## config.mk

```make
export PLATFORM = sky130hd
export DESIGN_NAME = cvsp_vsync_pitch
export DESIGN_NICKNAME = d
export VERILOG_FILES = /design/src/shared/cvsp_pkg.sv /design/src/hdl/cvsp_vsync_pitch.sv
export SDC_FILE = /design/constraint.sdc
export NUM_CORES = 1
export LEC_CHECK = 0
export ABC_AREA = 1
export BUFFER_PORTS_ARGS = -buffer_cell sky130_fd_sc_hd__buf_4
export CORE_MARGIN = 5
export CORE_UTILIZATION = 55
export DETAILED_ROUTE_END_ITERATION = 7
export PLACE_DENSITY = 0.78
export SLEW_MARGIN = 20
export SYNTH_ARGS = -nofsm -noshare
export SYNTH_HDL_FRONTEND = slang
export SYNTH_SLANG_ARGS = --single-unit
```

## constraint.sdc

```tcl
create_clock -name mclk -period 3.75 [get_ports mclk]
set_input_delay 0.375 -clock mclk [delete_from_list [all_inputs] [get_ports mclk]]
set_output_delay 0.375 -clock mclk [all_outputs]
set_load 0.05 [all_outputs]
```

## src/shared/cvsp_pkg.sv

```systemverilog
// constants for the vertical sync, display end and row pitch block
package cvsp_pkg;
  // register indexes on the indexed port
  localparam logic [7:0] IDX_HBLANK_END = 8'h03;
  localparam logic [7:0] IDX_OVERFLOW = 8'h07;
  localparam logic [7:0] IDX_SYNC_START = 8'h10;
  localparam logic [7:0] IDX_SYNC_END_CTRL = 8'h11;
  localparam logic [7:0] IDX_DISP_END_LOW = 8'h12;
  localparam logic [7:0] IDX_ROW_PITCH = 8'h13;
  localparam logic [7:0] IDX_VBLANK_END = 8'h16;
  localparam logic [7:0] IDX_MODE_CTRL = 8'h17;
  localparam logic [7:0] IDX_EXT_OVERFLOW = 8'h1b;
  localparam logic [7:0] IDX_PROTECT_LAST = 8'h07;
  // sync-end control fields
  localparam int SEC_PROTECT_BIT = 7;
  localparam int SEC_REFRESH_BIT = 6;
  localparam int SEC_IRQ_DIS_BIT = 5;
  localparam int SEC_IRQ_CLR_BIT = 4;
  localparam int SEC_END_MSB = 3;
  // other fields
  localparam int HBE_READ_EN_BIT = 7;
  localparam int OVF_ALWAYS_BIT = 4;
  localparam int OVF_SS9_BIT = 7;
  localparam int OVF_SS8_BIT = 2;
  localparam int OVF_DE9_BIT = 6;
  localparam int OVF_DE8_BIT = 1;
  localparam int EXT_PITCH8_BIT = 4;
  localparam int MODE_BYTE_WORD_BIT = 6;
  localparam int FEATURE_STATUS_REG_PENDING_BIT = 7;
  // refresh counts per scanline and the sync width limit
  localparam logic [2:0] REFRESH_LOW = 3'h3;
  localparam logic [2:0] REFRESH_HIGH = 3'h5;
  localparam int SYNC_WIDTH_MAX = 15;
  // reset values
  localparam logic [7:0] RST_BYTE = 8'h00;
  localparam logic [7:0] RST_SYNC_END_CTRL = 8'h10;
endpackage : cvsp_pkg

```

## src/hdl/cvsp_vsync_pitch.sv

```systemverilog
// vertical sync end, display end, row pitch and vertical interrupt logic
`timescale 1ns/1ps
module cvsp_vsync_pitch #(
  parameter int ADDR_W = 19
) (
  // clock and reset
  input wire logic mclk,
  input wire logic reset,
  // indexed register port
  input wire logic [7:0] reg_index,
  input wire logic [7:0] reg_wdata,
  input wire logic reg_wr,
  input wire logic reg_rd,
  output logic [7:0] reg_rdata,
  output logic reg_rvalid,
  // feature status read
  output logic [7:0] feature_status_reg,
  // timing inputs from the rest of the controller
  input wire logic line_start,
  input wire logic [9:0] vertical_total,
  input wire logic [ADDR_W-1:0] screen_start,
  // timing outputs
  output logic [9:0] scanline,
  output logic vsync,
  output logic display_active,
  output logic vblank,
  output logic [ADDR_W-1:0] fetch_addr,
  output logic [2:0] refresh_count,
  // host interrupt
  output logic host_interrupt_pin
);
  // fetch address adder needs room for the 10-bit shifted pitch
  if (ADDR_W < 10 || ADDR_W > 24) begin : g_addr_w_check
    $error("cvsp_vsync_pitch: ADDR_W out of range");
  end

  // host-visible registers
  logic [7:0] hblank_end_r;
  logic [7:0] overflow_r;
  logic [7:0] sync_start_low_r;
  logic [7:0] sync_end_control_r;
  logic [7:0] display_end_low_r;
  logic [7:0] row_pitch_r;
  logic [7:0] vblank_end_r;
  logic [7:0] mode_control_r;
  logic [7:0] extension_overflow_r;
  logic [7:0] reg_rdata_r;
  // timing and status state
  logic [9:0] scanline_r;
  logic vsync_r;
  logic vblank_r;
  logic pending_r;
  logic reg_rvalid_r;
  logic [ADDR_W-1:0] fetch_addr_r;

  // write decode
  wire protect = sync_end_control_r[cvsp_pkg::SEC_PROTECT_BIT];
  wire low_idx = reg_index <= cvsp_pkg::IDX_PROTECT_LAST;
  wire wr_ok = reg_wr && !(protect && low_idx);
  wire wr_hbe = wr_ok && reg_index == cvsp_pkg::IDX_HBLANK_END;
  wire wr_ovf = wr_ok && reg_index == cvsp_pkg::IDX_OVERFLOW;
  wire wr_ovf4 = reg_wr && reg_index == cvsp_pkg::IDX_OVERFLOW;
  wire wr_ss = wr_ok && reg_index == cvsp_pkg::IDX_SYNC_START;
  wire wr_sec = wr_ok && reg_index == cvsp_pkg::IDX_SYNC_END_CTRL;
  wire wr_de = wr_ok && reg_index == cvsp_pkg::IDX_DISP_END_LOW;
  wire wr_rp = wr_ok && reg_index == cvsp_pkg::IDX_ROW_PITCH;
  wire wr_vbe = wr_ok && reg_index == cvsp_pkg::IDX_VBLANK_END;
  wire wr_mode = wr_ok && reg_index == cvsp_pkg::IDX_MODE_CTRL;
  wire wr_ext = wr_ok && reg_index == cvsp_pkg::IDX_EXT_OVERFLOW;

  // overflow: bit 4 always writable, the rest only when unprotected
  logic [7:0] overflow_nxt;
  always_comb begin
    overflow_nxt = overflow_r;
    if (wr_ovf) overflow_nxt = reg_wdata;
    if (wr_ovf4) overflow_nxt[cvsp_pkg::OVF_ALWAYS_BIT] = reg_wdata[cvsp_pkg::OVF_ALWAYS_BIT];
  end

  // read decode; sync-end control hidden unless read enable set
  wire read_en = hblank_end_r[cvsp_pkg::HBE_READ_EN_BIT];
  wire [7:0] rd_mux =
    (reg_index == cvsp_pkg::IDX_HBLANK_END) ? hblank_end_r :
    (reg_index == cvsp_pkg::IDX_OVERFLOW) ? overflow_r :
    (reg_index == cvsp_pkg::IDX_SYNC_START && read_en) ? sync_start_low_r :
    (reg_index == cvsp_pkg::IDX_SYNC_END_CTRL && read_en) ? sync_end_control_r :
    (reg_index == cvsp_pkg::IDX_DISP_END_LOW) ? display_end_low_r :
    (reg_index == cvsp_pkg::IDX_ROW_PITCH) ? row_pitch_r :
    (reg_index == cvsp_pkg::IDX_VBLANK_END) ? vblank_end_r :
    (reg_index == cvsp_pkg::IDX_MODE_CTRL) ? mode_control_r :
    (reg_index == cvsp_pkg::IDX_EXT_OVERFLOW) ? extension_overflow_r :
    8'h00;

  // field assembly
  wire [9:0] sync_start = {overflow_r[cvsp_pkg::OVF_SS9_BIT],
    overflow_r[cvsp_pkg::OVF_SS8_BIT], sync_start_low_r};
  wire [9:0] display_end = {overflow_r[cvsp_pkg::OVF_DE9_BIT],
    overflow_r[cvsp_pkg::OVF_DE8_BIT], display_end_low_r};
  wire [3:0] sync_end = sync_end_control_r[cvsp_pkg::SEC_END_MSB:0];
  wire [8:0] pitch9 = {extension_overflow_r[cvsp_pkg::EXT_PITCH8_BIT], row_pitch_r};
  // byte/word bit set means byte mode: no shift
  wire [9:0] pitch_sh = mode_control_r[cvsp_pkg::MODE_BYTE_WORD_BIT] ?
    {1'b0, pitch9} : {pitch9, 1'b0};

  // scanline sequencing
  wire last_line = scanline_r == vertical_total;
  wire [9:0] scanline_nxt = last_line ? 10'h000 : scanline_r + 10'h001;
  wire [ADDR_W-1:0] fetch_nxt = last_line ? screen_start :
    fetch_addr_r + ADDR_W'(pitch_sh);

  // sync: only 4 counter bits compared, so width wraps at 16 lines; the host
  // must keep end before total or sync spills into the next frame
  wire sync_on = scanline_nxt == sync_start;
  wire sync_off = scanline_nxt[3:0] == sync_end;
  wire vsync_nxt = sync_on ? 1'b1 : (sync_off ? 1'b0 : vsync_r);
  wire vblank_off = scanline_nxt[7:0] == vblank_end_r;
  wire vblank_on = scanline_nxt == display_end;
  wire vblank_nxt = vblank_off ? 1'b0 : (vblank_on ? 1'b1 : vblank_r);

  // pending interrupt: set at display end, held clear while clear bit is 0
  wire irq_clr_n = sync_end_control_r[cvsp_pkg::SEC_IRQ_CLR_BIT];
  wire irq_set = line_start && scanline_nxt == display_end;
  wire pending_nxt = !irq_clr_n ? 1'b0 : (irq_set ? 1'b1 : pending_r);

  // one short block per register keeps each write enable beside its target
  always_ff @(posedge mclk or posedge reset) begin
    if (reset) hblank_end_r <= cvsp_pkg::RST_BYTE;
    else if (wr_hbe) hblank_end_r <= reg_wdata;
  end

  // overflow takes the merged value, so bit 4 survives the protect bit
  always_ff @(posedge mclk or posedge reset) begin
    if (reset) overflow_r <= cvsp_pkg::RST_BYTE;
    else overflow_r <= overflow_nxt;
  end

  always_ff @(posedge mclk or posedge reset) begin
    if (reset) sync_start_low_r <= cvsp_pkg::RST_BYTE;
    else if (wr_ss) sync_start_low_r <= reg_wdata;
  end

  // reset leaves the clear bit at 1 so the interrupt is live out of reset
  always_ff @(posedge mclk or posedge reset) begin
    if (reset) sync_end_control_r <= cvsp_pkg::RST_SYNC_END_CTRL;
    else if (wr_sec) sync_end_control_r <= reg_wdata;
  end

  always_ff @(posedge mclk or posedge reset) begin
    if (reset) display_end_low_r <= cvsp_pkg::RST_BYTE;
    else if (wr_de) display_end_low_r <= reg_wdata;
  end

  always_ff @(posedge mclk or posedge reset) begin
    if (reset) row_pitch_r <= cvsp_pkg::RST_BYTE;
    else if (wr_rp) row_pitch_r <= reg_wdata;
  end

  always_ff @(posedge mclk or posedge reset) begin
    if (reset) vblank_end_r <= cvsp_pkg::RST_BYTE;
    else if (wr_vbe) vblank_end_r <= reg_wdata;
  end

  always_ff @(posedge mclk or posedge reset) begin
    if (reset) mode_control_r <= cvsp_pkg::RST_BYTE;
    else if (wr_mode) mode_control_r <= reg_wdata;
  end

  always_ff @(posedge mclk or posedge reset) begin
    if (reset) extension_overflow_r <= cvsp_pkg::RST_BYTE;
    else if (wr_ext) extension_overflow_r <= reg_wdata;
  end

  always_ff @(posedge mclk or posedge reset) begin
    if (reset) begin
      scanline_r <= 10'h000;
      fetch_addr_r <= '0;
      vsync_r <= 1'b0;
      vblank_r <= 1'b0;
    end else if (line_start) begin
      scanline_r <= scanline_nxt;
      fetch_addr_r <= fetch_nxt;
      vsync_r <= vsync_nxt;
      vblank_r <= vblank_nxt;
    end
  end

  always_ff @(posedge mclk or posedge reset) begin
    if (reset) begin
      pending_r <= 1'b0;
      reg_rdata_r <= 8'h00;
      reg_rvalid_r <= 1'b0;
    end else begin
      pending_r <= pending_nxt;
      reg_rvalid_r <= reg_rd;
      if (reg_rd) reg_rdata_r <= rd_mux;
    end
  end

  assign reg_rdata = reg_rdata_r;
  assign reg_rvalid = reg_rvalid_r;
  assign feature_status_reg = {pending_r, 7'h00};
  assign scanline = scanline_r;
  assign vsync = vsync_r;
  assign vblank = vblank_r;
  assign display_active = !vblank_r;
  assign fetch_addr = fetch_addr_r;
  assign refresh_count = sync_end_control_r[cvsp_pkg::SEC_REFRESH_BIT] ?
    cvsp_pkg::REFRESH_HIGH : cvsp_pkg::REFRESH_LOW;
  assign host_interrupt_pin = pending_r && irq_clr_n &&
    !sync_end_control_r[cvsp_pkg::SEC_IRQ_DIS_BIT];
endmodule : cvsp_vsync_pitch

```

### Word-level counts from Yosys, hierarchy flattened

Index checks and enable logic that the tools add are counted.

* bitwise operators: 0
* add/sub/neg operators: 2
* $lt $le $gt $ge: 1
* muxes and demuxes: 21
* shift operators: 0
* div/mod/pow operators: 0
* equality and inequality tests: 15
* multiply operators: 0
* reductions and logical operators: 25

Operators by type and width (count)
* $mux 8: 9
* $eq 8x5->1 const B: 7
* $eq 10x10->1: 3
* $mux 10: 2
* $add 19x10->19: 1
* $mux 19: 1
* $logic_and 1x1->1: 17
* $add 10x1->10 const B: 1
* $eq 8x2->1 const B: 1
* $eq 8x3->1 const B: 1
* $eq 8x8->1: 1
* $le 8x3->1 const B: 1
* $mux 1: 7
* $reduce_bool 2->1: 3
* $mux 5: 1
* $eq 4x4->1: 1
* $reduce_and 2->1: 2
* $logic_not 1->1: 3
* $mux 3: 1
* $ne 2x1->1 const B: 1

* memory bits (read-only): 0
* memories: 0
* input bits: 50
* bits in latches: 0
* output and inout port bits: 53
* bits in registers: 113
* logic and storage cells: 81
* bits in writable memories: 0

### Longest topological paths before layout

Gate-level depths: netlist (run 1).

* depth in word-level cells: 10
* depth in mapped cells: 16
* mapped depth without buffers: 15

### Least setup slack after synthesis (run 1)

Ideal clock, no wire load.

* path kind: flip-flop to flip-flop
* start: reg mode_control_r[6]
* end: reg fetch_addr_r[16] (netlist: fetch_addr[16])
* setup time: 0.083 ns
* arrival time: 2.293 ns
* data required time: 3.667 ns
* clock period less this slack: 2.376 ns
* slack: 1.374 ns
* stages on the path, launching flop included: 17
* path buffers: 1
* cell sequence: dfrtp_1 clkbuf_1 nand2_1 inv_1 ha_1 inv_1 fa_1 inv_1 nand2_1 nand3_1 nand3_1 o21ai_0 nand2_1 xor2_1 nand2_1 nand2_1 o21ai_0

* cells in the longest elaborated chain, start to end: 3

Ends and longest elaborated chain
* start: declaration: RTL line cvsp_vsync_pitch.sv:45 `logic [7:0] mode_control_r;`
* start signal: assignment: RTL line cvsp_vsync_pitch.sv:163 `if (reset) mode_control_r <= cvsp_pkg::RST_BYTE;`
* start signal: assignment: RTL line cvsp_vsync_pitch.sv:164 `else if (wr_mode) mode_control_r <= reg_wdata;`
* $mux 10: RTL line cvsp_vsync_pitch.sv:101 `wire [9:0] pitch_sh = mode_control_r[cvsp_pkg::MODE_BYTE_WORD_BIT] ?`
* $add 19x10->19: RTL line cvsp_vsync_pitch.sv:108 `fetch_addr_r + ADDR_W'(pitch_sh);`
* $mux 19: RTL line cvsp_vsync_pitch.sv:107 `wire [ADDR_W-1:0] fetch_nxt = last_line ? screen_start :`
* end signal: assignment: RTL line cvsp_vsync_pitch.sv:180 `fetch_addr_r <= fetch_nxt;`
* end: declaration: RTL line cvsp_vsync_pitch.sv:54 `logic [ADDR_W-1:0] fetch_addr_r;`

No other way between the ends.
A chain may end at the register's enable or synchronous reset.

### Worst setup path after layout (run 1)

Ends and elaborated chain as after synthesis.

==> results.txt, run 1 <==
The flow ran to the end, and the final reports show no timing, DRC or antenna violations. The die span in y is 121 um. The flip-flop and latch count after synthesis came out at 113. Per report_power, the combinational group accounts for 32.9% of the total. For the final routed database, the setup TNS stands at 0 ns.

The maximum number of pins on one net before global-route repair came out at 78. The number of global-route vias before repair came to 5,975. After synthesis, the netlist uses 36 different library cells. The final critical delay including setup and external delays is 2.73 ns. The combined buffer and inverter count along the critical path is 2.

The worst hold slack across all endpoints is 0.0795 ns. The final cycle utilization of the critical path came out at 72.7%. The pre-CTS setup slack came out at 1.11 ns. The post-detailed-placement cell area came out at 7510 sq um.

The setup path with the least slack is of type reg -> reg. The die outline area came out at 14,600 sq um. The data arrival at the endpoint of the critical path came out at 3.07 ns. On the final layout, the worst clock skew is 0.00785 ns. The initial DRC count came out at 676.

At the pin with the least slew margin, the transition time is 0.955 ns. The core region is 12,000 sq um. The weighted congestion reported at the end of routability-driven placement is 0.937. The TritonCTS clock tree is yes. The cell with the most instances on the worst path is o21ai_0. The post-layout net count came out at 1,103. The number of routed nets with antenna violations is 0. The setup-violating endpoint count in the final report is 0. The tightest slew margin relative to the limit came out at 36.3%. The maximum clock frequency is 367 MHz. In this run the power density over the cells is 592 nW/um^2.

The kind of start point of the critical path is a flip-flop. The remaining design rule violation count is 0. The total of warnings raised by yosys came out at 0. The largest fanout on the critical path came out at 17. The CTS H-tree depth came out at 4. In the synthesized netlist the dominant register cell turns out to be dfrtp_1.

The synthesized area per cell came out at 7.10 sq um. The buffer count from post-CTS setup fixing is 0. Global routing used 26.3% of the available tracks across all layers. The design internal power is 0.00298 W. After detailed routing, the total wire length is 18,400 um. The number of synthesized flops with an enable pin is 0. After clock tree synthesis, the flow added hold-fix buffers numbering 0. The switching power came out at 0.00183 W. The post-CTS resize count is 0.

The final count of pins violating max slew is 0. The critical path capture point type is a flip-flop. The maximum root-to-sink buffer count came out at 2. The max-capacitance violation count is 0.

The fraction of the yosys area taken by sequential cells is 41.9%. The number of antenna violations at the first check in global routing came out at 0. The total length of routed met2 wires is 8310 um. The final HPWL from detailed placement is 13,600 um. The global-route congestion overflow total is 0. The wire length of the first global-routing pass came out at 30,100 um. Walking the worst path, the cells encountered are o21ai_0 -> ha_1 -> inv_1 -> o21ai_0 -> inv_1 -> nand3_1 -> nand3_1 -> o21ai_0 -> nand2_1 -> xor2_1 -> nand2_1 -> nand2_1 -> o21ai_0.

Across the VDD grid, the largest voltage drop is 0.313 mV. The CTS sink count came out at 113. The instance count of the mapped netlist is 951. The initial utilization of the core area, before any placement, comes to 56.2%. Ranked by total cell area, the synthesized netlist is headed by dfrtp_1 42%, nand2_1 16%, o21ai_0 8.8%, inv_1 7.5%, nor2_1 4.8%. For this design the static power due to leakage is 4.18 nW. The top cell type by area accounts for 41.5% of the synthesized area.

The biggest area contributor in the post-synthesis netlist is dfrtp_1. The count of endpoints failing hold in the final timing report came out at 0. The clock tree root buffer cell is clkbuf_16. The detail-routed net length per standard cell came out at 15.4 um. The final cell count without fillers came out at 1,200. Detailed routing placed a total of 1420 um of wire on met3. Setup repair after global routing left no endpoint under its margin. The post-CTS clock slew at the launch and capture registers of the worst setup and hold paths came out at 0.05 ns.

The highest metal layer carrying signal wires in the routed design is met4. For this design, the slowest cell found on the critical path is dfrtp_1. The endpoint required time on the critical path came out at 4.09 ns. The worst setup slack after layout is 1.02 ns. The via density per instance is 5.34. The count of port buffers added during placement came out at 94. The number of antenna cells inserted is 0. The routed length on met1 is 8510 um.

The kind of cell with the highest combined delay along the critical path is compound AO/OA/AOI/OAI gates. The synthesis-to-layout area growth is 20.2%. The overall die width came out at 121 um.

The iteration count of the initial detailed-routing pass came out at 5. After detailed placement, the design holds a cell count of 1,169. Counting the fill cells in the layout gives 1,071. The share of total power in the clock network came out at 34.5%. The minimum setup slack among reg-to-reg paths came out at 1.02 ns. Of the total power, registers draw 32.6%. The share of flip-flops with an asynchronous set or reset came out at 100%. During I/O placement, the number of pins put on the boundary was 103. Of the total power, the share spent switching nets is 38.0%. The final instance area came out at 8110 sq um. The largest single stage delay on the critical path is 0.61 ns. The layout cell share with drive strength beyond 1 came out at 14.2%.

The detailed-route via count is 6,409. After floorplanning, the core was divided into 40 placement rows. The tightest min-delay check is of the in -> reg type. The netlist area before placement came out at 6750 sq um.

Clock tree synthesis inserted a total of 17 buffers. The clock reaches the later pin of the worst-skew pair after 0.42 ns.
[cell families (layout without fill, tap and decap cells)]
kind of cell,count (synthesis),count (layout),share of synthesized area (%)
AOI/OAI and AO/OA,182,182,14.7
buffers and inverters,172,268,10.5
xor gates and xnor gates,24,24,3.11
adders and majority gates,12,12,2.34
other,2,8,0.111
DFF,113,113,41.9
and+or+nand+nor,446,446,27.3
[layer usage]
| metal | GRT usage, % | vias up |
|---|---|---|
| li1 | - | 3181 |
| met1 | 37.1 | 2951 |
| met2 | 41.1 | 258 |
| met3 | 5.85 | 19 |
| met4 | 7.29 | 0 |
| met5 | 0 | - |
[placed cells by master (no fill, tap or decap), drive strengths merged, types with 16 or more instances in the layout]
cell type  count
nand2        285
inv          138
o21ai        119
dfrtp        112
buf           99
nor2          92
a21oi         41
nand3         33
clkbuf        22
xor2          21
nor3          16
[synthesized netlist by cell type, types with 4 or more instances]
| master | n |
|---|---|
| nor3_1 | 16 |
| nor2_2 | 5 |
| nand4_1 | 11 |
| buf_2 | 10 |
| nor2_1 | 87 |
| inv_2 | 4 |
| o21ai_0 | 119 |
| clkbuf_1 | 10 |
| nand2_1 | 280 |
| ha_1 | 11 |
| buf_4 | 12 |
| o221ai_1 | 10 |
| a21oi_1 | 41 |
| dfrtp_1 | 112 |
| nand3_1 | 33 |
| inv_1 | 134 |
| xor2_1 | 21 |
[final timing paths]
path                                    from              to  cells after the start
setup reg to reg           mode_control_r[6]  fetch_addr[16]                     13
setup / recovery           mode_control_r[6]  fetch_addr[16]                     13
hold reg to reg                 reg_rdata[5]    reg_rdata[5]                      2
min in group asynchronous              reset  row_pitch_r[4]                      2
max in group asynchronous              reset    reg_rdata[2]                      3
hold / removal                        reg_rd      reg_rvalid                      1
[registers in the layout, summed over array words and instances, names as in the netlist]
signal                count
overflow_r                8
row_pitch_r               8
scanline                 10
fetch_addr               19
vblank_end_r              8
sync_end_control_r        8
extension_overflow_r      8
hblank_end_r              8
sync_start_low_r          8
vblank                    1
reg_rvalid                1
reg_rdata                 8
mode_control_r            8
pending_r                 1
display_end_low_r         8
vsync                     1
[power by group through the flow]
stage	registers [W]	logic [W]	clock network (W)
floorplan	0.00191	0.000778	0
global placement	0.00158	0.00155	0
detailed placement	0.00158	0.00157	0
CTS	0.00156	0.00158	0.00168
global route	0.00159	0.00173	0.00173
finish	0.00157	0.00158	0.00166
[metrics by stage]
stage	power, W	util (%)
detailed placement	0.00315	62.5
finish	0.00480	67.6
CTS	0.00482	67.6
floorplan	0.00269	-
global route	0.00504	67.6
global placement	0.00313	62.5
[cell type report]
class	instances	area [sq um]	share of cell area, %
Clock inverter	9	131	1.62
Clock buffer	22	474	5.84
Tap cell	147	184	2.27
Multi-Input combinational cell	672	3230	39.8
Sequential cell	113	2830	34.9
Inverter	138	520	6.41
Timing Repair Buffer	99	743	9.16
[worst reg2reg max path, stage by stage (launching register included)]
cell and delay, ns:
dfrtp_1 0.61, o21ai_0 0.21, ha_1 0.40, inv_1 0.05, o21ai_0 0.29, inv_1 0.10, nand3_1 0.16, nand3_1 0.09
o21ai_0 0.21, nand2_1 0.12, xor2_1 0.16, nand2_1 0.06, nand2_1 0.05, o21ai_0 0.13
Note: power is estimated with default switching activity, not from simulation.
==> run 2, diff against run 1 <==
clock period = 2.8 ns   (was 3.75 ns; I/O delays follow)
==> run 2 against run 1 <==
- sequential power is 33% higher
- total power grew 31%
- non-clock buffer count increased by 7
- largest power group is now combinational cells
- clock power up 26%
- register-to-register slack got worse by 0.70 ns
- flip-flop and latch count did not move
==> results.txt, run 2 (synthesized netlist as in run 1, its figures left out) <==
The remaining design rule violation count came out at 0 (unchanged). CTS placed an instance of clkbuf_16 at the clock tree root. The number of flip-flops in the largest register came to 19 (unchanged). The largest clock skew in the final design came out at 0.00648 ns (-0.00137 ns). The proportion of power drawn by combinational gates is 33.7% (+0.8 points). In the layout the commonest cells are 280 x nand2_1, 132 x inv_1, 118 x o21ai_0, 111 x dfrtp_1, 103 x buf_4. The post-detailed-placement cell area is 7560 sq um (+0.68%). The detailed-route via count is 6,443 (+0.53%). The worst setup path is captured at a flip-flop. The measured slew at the worst slew-check pin is 1.01 ns (+0.0509 ns). The CTS sink count came out at 113 (unchanged). The overall global routing resource usage came to 26.4% (+0.11 points).

Leaving out fill and tap cells, the most frequent cell in the layout is nand2_1. The flow ran to the end, and the final reports show no timing, DRC or antenna violations. The design internal power is 0.00386 W (+29%). The worst setup path is of the reg -> reg kind. In this run the most used layer during global routing was met2. The die span in y came out at 121 um (unchanged).

The wire length of the first global-routing pass came out at 30,300 um (+0.75%). The synthesis-to-layout area growth came out at 20.8%. The tightest slew margin relative to the limit came out at 32.5% (-3.8 points).

The data arrival at the endpoint of the critical path came out at 2.84 ns (-0.23 ns). The share of total power in the clock network is 33.1% (-1.4 points). The final cell count without fillers is 1,208 (+0.67%). The maximum clock frequency was 403 MHz (+10%). The relative contribution of sequential cells to total power came out at 33.1% (+0.5 points). TritonCTS built the clock tree. Setup repair after global routing left no endpoint under its margin. The count of endpoints failing hold in the final timing report is 0 (unchanged). The iteration count of the initial detailed-routing pass is 5 (unchanged). The via density per instance came out at 5.33 (-0.14%). The final critical delay including setup and external delays is 2.48 ns (-0.249 ns). The number of global-route vias before repair came out at 5,939 (-0.60%). The final HPWL from detailed placement is 13,900 um (+1.5%).

The utilization after layout came out at 67.9% (+0.30 points). The power per standard cell area was 774 nW/um^2 (+31%). The overall die width came out at 121 um (unchanged). The TritonCTS buffer count was 17 (unchanged). The maximum root-to-sink buffer count came to 2 (unchanged). The maximum number of pins on one net before global-route repair is 56 (-28%).

The kind of start point of the critical path is a flip-flop. The number of routed nets with antenna violations is 0 (unchanged). The switching part of the total came out at 38.9% (+0.90 points). The met1 capacity usage during global routing came to 37.6% (+0.54 points).

The setup-violating endpoint count in the final report is 0 (unchanged). The global-route congestion overflow total is 0 (unchanged). The endpoint required time on the critical path came out at 3.16 ns (-0.93 ns). The number of antenna cells inserted came out at 0 (unchanged). The final count of pins violating max slew is 0 (unchanged). The final wirelength is 18,700 um (+1.2%). The count of filler cells inserted in the layout came to 1,046 (-2.3%).

The largest fanout on the critical path came out at 17 (unchanged). The CTS H-tree depth came out at 4 (unchanged). The floorplan row count is 40 (unchanged). The effective utilization at floorplan is 56.2% (unchanged). The final cycle utilization of the critical path is 88.5% (+16 points). The area of the core came to 12,000 sq um (unchanged). The minimum setup slack among reg-to-reg paths is 0.32 ns (-0.70 ns). The weighted congestion reported at the end of routability-driven placement is 0.914 (-2.5%).

The initial DRC count came out at 662 (-2.1%). The number of antenna violations at the first check in global routing came out at 0 (unchanged). The insertion delay to the later sink of the worst-skew pair is 0.42 ns (about the same). The cell total after placement came out at 1,174 (+0.43%). The number of placed I/O pins is 103 (unchanged). The max-capacitance violation count came out at 0 (unchanged).

The final instance area came out at 8150 sq um (+0.45%). The leakage dissipation is 4.19 nW (+0.30%). The count of port buffers added during placement came out at 94 (unchanged).

The detail-routed net length per standard cell is 15.4 um (+0.53%). The layout cell share with drive strength beyond 1 is 14.6% (+0.46 points). The post-layout net count is 1,110 (+0.63%). The global-route met3 utilization was 5.89% (+0.047 points). The met2 layer usage reported by global route was 40.0% (-1.1 points). The maximum vdd drop is 0.538 mV (+72%). The die outline area came out at 14,600 sq um (unchanged).

The worst hold path belongs to the class in -> reg. The switching power is 0.00246 W (+35%). The post-CTS clock slew at the launch and capture registers of the worst setup and hold paths came out at 0.05 ns (about the same). The aggregate negative setup slack came to 0 ns (unchanged).
-- run 2: changes by cell type in the layout (fill, tap and decap cells not counted), moves of 2 or more --
cell	delta
clkbuf_1	+2
clkinv_2	+2
clkbuf_8	-2
buf_4	+4
dlygate4sd3_1	+2
-- run 2: per-stage QoR --
stage                     total power, W  setup slack (ns)  hold slack [ns]
after floorplan                  0.00360             0.424            0.311
after global placement           0.00420             0.302            0.270
after detailed placement         0.00422             0.241            0.269
after CTS                        0.00631             0.191           0.0667
after global routing             0.00665            0.0292            0.110
final                            0.00631             0.321           0.0739
-- run 2: worst max-delay path: stages, from the launching register on --
cell     delay, ns
dfrtp_2       0.49
o21ai_0       0.36
inv_1         0.08
ha_1          0.28
nand3_1       0.10
nand3_1       0.16
nand3_1       0.12
a31oi_1       0.26
nand2_1       0.13
nor2_1        0.13
a21oi_1       0.08
o21ai_0       0.08
nand2_1       0.07
nand2_1       0.05
-- run 2: final timing paths --
check                                  start           endpoint  cells after the start
setup / recovery           mode_control_r[6]     fetch_addr[17]                     13
max in group asynchronous              reset        scanline[9]                      4
hold / removal                  reg_wdata[5]    vblank_end_r[5]                      3
min in group asynchronous              reset  mode_control_r[5]                      3
hold reg to reg                overflow_r[2]      overflow_r[2]                      2
setup reg to reg           mode_control_r[6]     fetch_addr[17]                     13
-- run 2: layout make-up --
type,instances,area [sq um],share of cell area [%]
clock inverter,10,111,1.37
timing repair buffer,106,813,9.98
multi-input combinational,672,3240,39.7
inverter,138,522,6.40
sequential,113,2830,34.7
tap,147,184,2.26
clock buffer,22,454,5.57
-- run 2: what timing repair did --
item / in CTS / in global routing
setup buffers: 0 / 0
hold buffers: 2 / 0
endpoints found under the setup margin: 0 / 7
endpoints found under the hold margin: 12 / 0
resized for setup: 0 / 3
-- run 2: metal layers --
layer | wire length (um) | share of wire, %
met3 | 1520 | 8.1
met2 | 8140 | 44
met1 | 8610 | 46
met5 | 0 | 0
met4 | 386 | 2.1
-- run 2: power by group through the flow --
| stage | clock [W] | sequential (W) | combinational, W |
|---|---|---|---|
| after floorplan | 0 | 0.00256 | 0.00104 |
| after global placement | 0 | 0.00211 | 0.00209 |
| after detailed placement | 0 | 0.00211 | 0.00211 |
| after CTS | 0.00210 | 0.00209 | 0.00213 |
| after global routing | 0.00218 | 0.00213 | 0.00235 |
| final | 0.00209 | 0.00209 | 0.00213 |
==> run 3, diff against run 2 <==
==> constraint.sdc (replaced) <==
create_clock -name mclk -period 2.85 [get_ports mclk]
set_input_delay 0.285 -clock mclk [delete_from_list [all_inputs] [get_ports mclk]]
set_output_delay 0.285 -clock mclk [all_outputs]
set_load 0.1 [all_outputs]
==> run 3 against run 2 <==
- hold slack worse by 0.055 ns
- clock skew grew 0.0014 ns
- cell area rose by 0.28%
- highest routed layer unchanged
==> results.txt, run 3 (synthesized netlist as in run 1, its figures left out) <==
The CTS H-tree depth came out at 4 (unchanged). The post-CTS clock slew at the launch and capture registers of the worst setup and hold paths is 0.06 ns (about the same). The final count of pins violating max slew is 0 (unchanged). The largest fanout on the critical path is 17 (unchanged). By startpoint and endpoint, the worst setup path is classified as reg -> reg. The critical path capture point type is a flip-flop. The library cells used most frequently in the layout, excluding fill and tap cells, are 280 x nand2_1, 133 x inv_1, 119 x o21ai_0, 111 x dfrtp_1, 101 x buf_4.

Walking the worst path, the cells encountered are inv_1 -> nand2_1 -> o21ai_0 -> ha_1 -> nand2_1 -> o21ai_0 -> nand2_1 -> a31oi_1 -> nand2_1 -> nor2_1 -> a21oi_1 -> o21ai_0 -> nand2_1 -> nand2_1. The largest clock skew in the final design was 0.00785 ns (+0.00136 ns). The via density per instance came out at 5.38 (+0.92%). The synthesis-to-layout area growth is 21.1%. The pre-CTS setup slack is 0.290 ns (+0.0492 ns).

The slowest stage of the critical path belongs to the cell dfrtp_2. The max-capacitance violation count is 0 (unchanged). The overall die width is 121 um (unchanged). The class of the tightest hold or removal check is in -> async. The setup-violating endpoint count in the final report came out at 0 (unchanged).

The tightest slew margin relative to the limit came out at 55.0% (+23 points). The final cycle utilization of the critical path came out at 89.7% (+1.2 points). The initial DRC count is 570 (-14%). The floorplan row count is 40 (unchanged). The data arrival at the endpoint of the critical path is 2.91 ns (+0.07 ns). The number of antenna violations at the first check in global routing came out at 0 (unchanged). The count of port buffers added during placement is 94 (unchanged). The buffer count from post-CTS setup fixing came out at 0 (unchanged). The worst hold slack across all endpoints came out at 0.0191 ns (-0.0547 ns). The cell family contributing the most delay on the critical path is compound AO/OA/AOI/OAI gates. The overall global routing resource usage came out at 26.1% (-0.30 points). Setup repair after global routing left no endpoint under its margin. The leakage dissipation was 4.21 nW (+0.54%).

The run finished with clean final reports. The wire length of the first global-routing pass came out at 30,000 um (-1.0%). The layout cell share with drive strength beyond 1 is 14.6% (-0.053 points). The minimum setup slack among reg-to-reg paths came out at 0.29 ns (-0.03 ns). The effective utilization at floorplan is 56.2% (unchanged). The insertion delay to the later sink of the worst-skew pair came to 0.42 ns (about the same). The count of endpoints failing hold in the final timing report came to 0 (unchanged). The number of antenna cells inserted came out at 0 (unchanged). The remaining design rule violation count was 0 (unchanged).

The final wirelength is 18,600 um (-0.56%). The maximum number of pins on one net before global-route repair is 114 (+100%). The CTS sink count came out at 113 (unchanged). The number of global-route vias before repair came out at 5,999 (+1.0%). The die span in y came out at 121 um (unchanged).

Leaving out fill and tap cells, the most frequent cell in the layout is nand2_1. The combined buffer and inverter count along the critical path came out at 1 (unchanged). The number of routed nets with antenna violations is 0 (unchanged). The area of the core is 12,000 sq um (unchanged). The clock tree root buffer cell is clkbuf_16.

The cell with the most instances on the worst path is nand2_1. The TritonCTS buffer count is 17 (unchanged). The detailed-route via count came to 6,486 (+0.67%).

The largest incremental delay on the critical path is 0.51 ns (+0.02 ns). The number of placed I/O pins is 103 (unchanged). The maximum root-to-sink buffer count is 2 (unchanged). The power per standard cell area was 857 nW/um^2 (+11%). The aggregate negative setup slack came to 0 ns (unchanged). TritonCTS built the clock tree.

The maximum clock frequency is 391 MHz (-3.0%). The measured slew at the worst slew-check pin is 0.674 ns (-0.333 ns). The weighted congestion reported at the end of routability-driven placement came out at 0.914 (about the same).

STA classifies the critical path startpoint as a flip-flop. The die outline area came out at 14,600 sq um (unchanged). The global-route congestion overflow total came out at 0 (unchanged). The final critical delay including setup and external delays is 2.56 ns (+0.0776 ns).

The endpoint required time on the critical path came out at 3.20 ns (+0.04 ns). The worst setup slack after layout came out at 0.294 ns (-0.0276 ns). The maximum vdd drop is 0.546 mV (+1.6%). The iteration count of the initial detailed-routing pass is 5 (unchanged). The final HPWL from detailed placement was 13,600 um (-1.9%). The post-layout net count is 1,107 (-0.27%). The detail-routed net length per standard cell came to 15.4 um (-0.31%). The number of flip-flops in the largest register is 19 (unchanged).
[run 3: changes by cell type in the layout (fill, tap and decap cells not counted), sizes merged]
cell / delta
clkbuf: -1
bufinv: +2
buf: -2
inv: +1
clkinvlp: -2
dlygate4sd3: -1
[run 3: final cells by class]
class	count	area [sq um]
inverter	138	522
fill	1041	3840
multi-input combinational	672	3240
sequential	113	2830
clock inverter	11	161
tap	147	184
timing repair buffer	103	788
clock buffer	21	450
[run 3: through the flow]
step	total power, W	area, sq um	instances	utilization, %
global route	0.00734	8170	1205	68.0
finish	0.00700	8170	1205	68.0
CTS	0.00702	8170	1205	68.0
global placement	0.00475	7550	1172	62.9
detailed placement	0.00478	7550	1172	62.9
floorplan	0.00416	6780	957	-
[run 3: worst min-delay path: cells and delay by family]
kind	cells	cell delay, ns
buf+inv	3	0.61
[run 3: repair_timing]
action	4_1_cts	5_1_grt
hold buffers	1	0
endpoints found under the hold margin	1	0
endpoints found under the setup margin	0	5
resized for setup	0	1
[run 3: layer usage]
metal,vias to the layer above,part of all wire [%],GRT usage [%]
met5,-,0,0
met4,0,3.0,11.5
met3,43,8.4,6.41
met2,281,44,38.8
met1,2958,45,36.4
li1,3204,-,-
[run 3: worst paths after layout]
kind / from / end / cells after the start
min in group mclk: reg_wdata[5] / vblank_end_r[5] / 3
max in group asynchronous: reset / fetch_addr[16] / 3
worst min register to register: reg_rdata[0] / reg_rdata[0] / 2
worst max-delay path: mode_control_r[6] / fetch_addr[17] / 14
worst max register to register: mode_control_r[6] / fetch_addr[17] / 14
worst min-delay path: reset / fetch_addr[4] / 3
[run 3: report_power, final]
group          internal [W]  total [W]  switching (W)
clock               0.00148    0.00222       0.000742
sequential          0.00182    0.00205       0.000235
combinational      0.000665    0.00273        0.00206
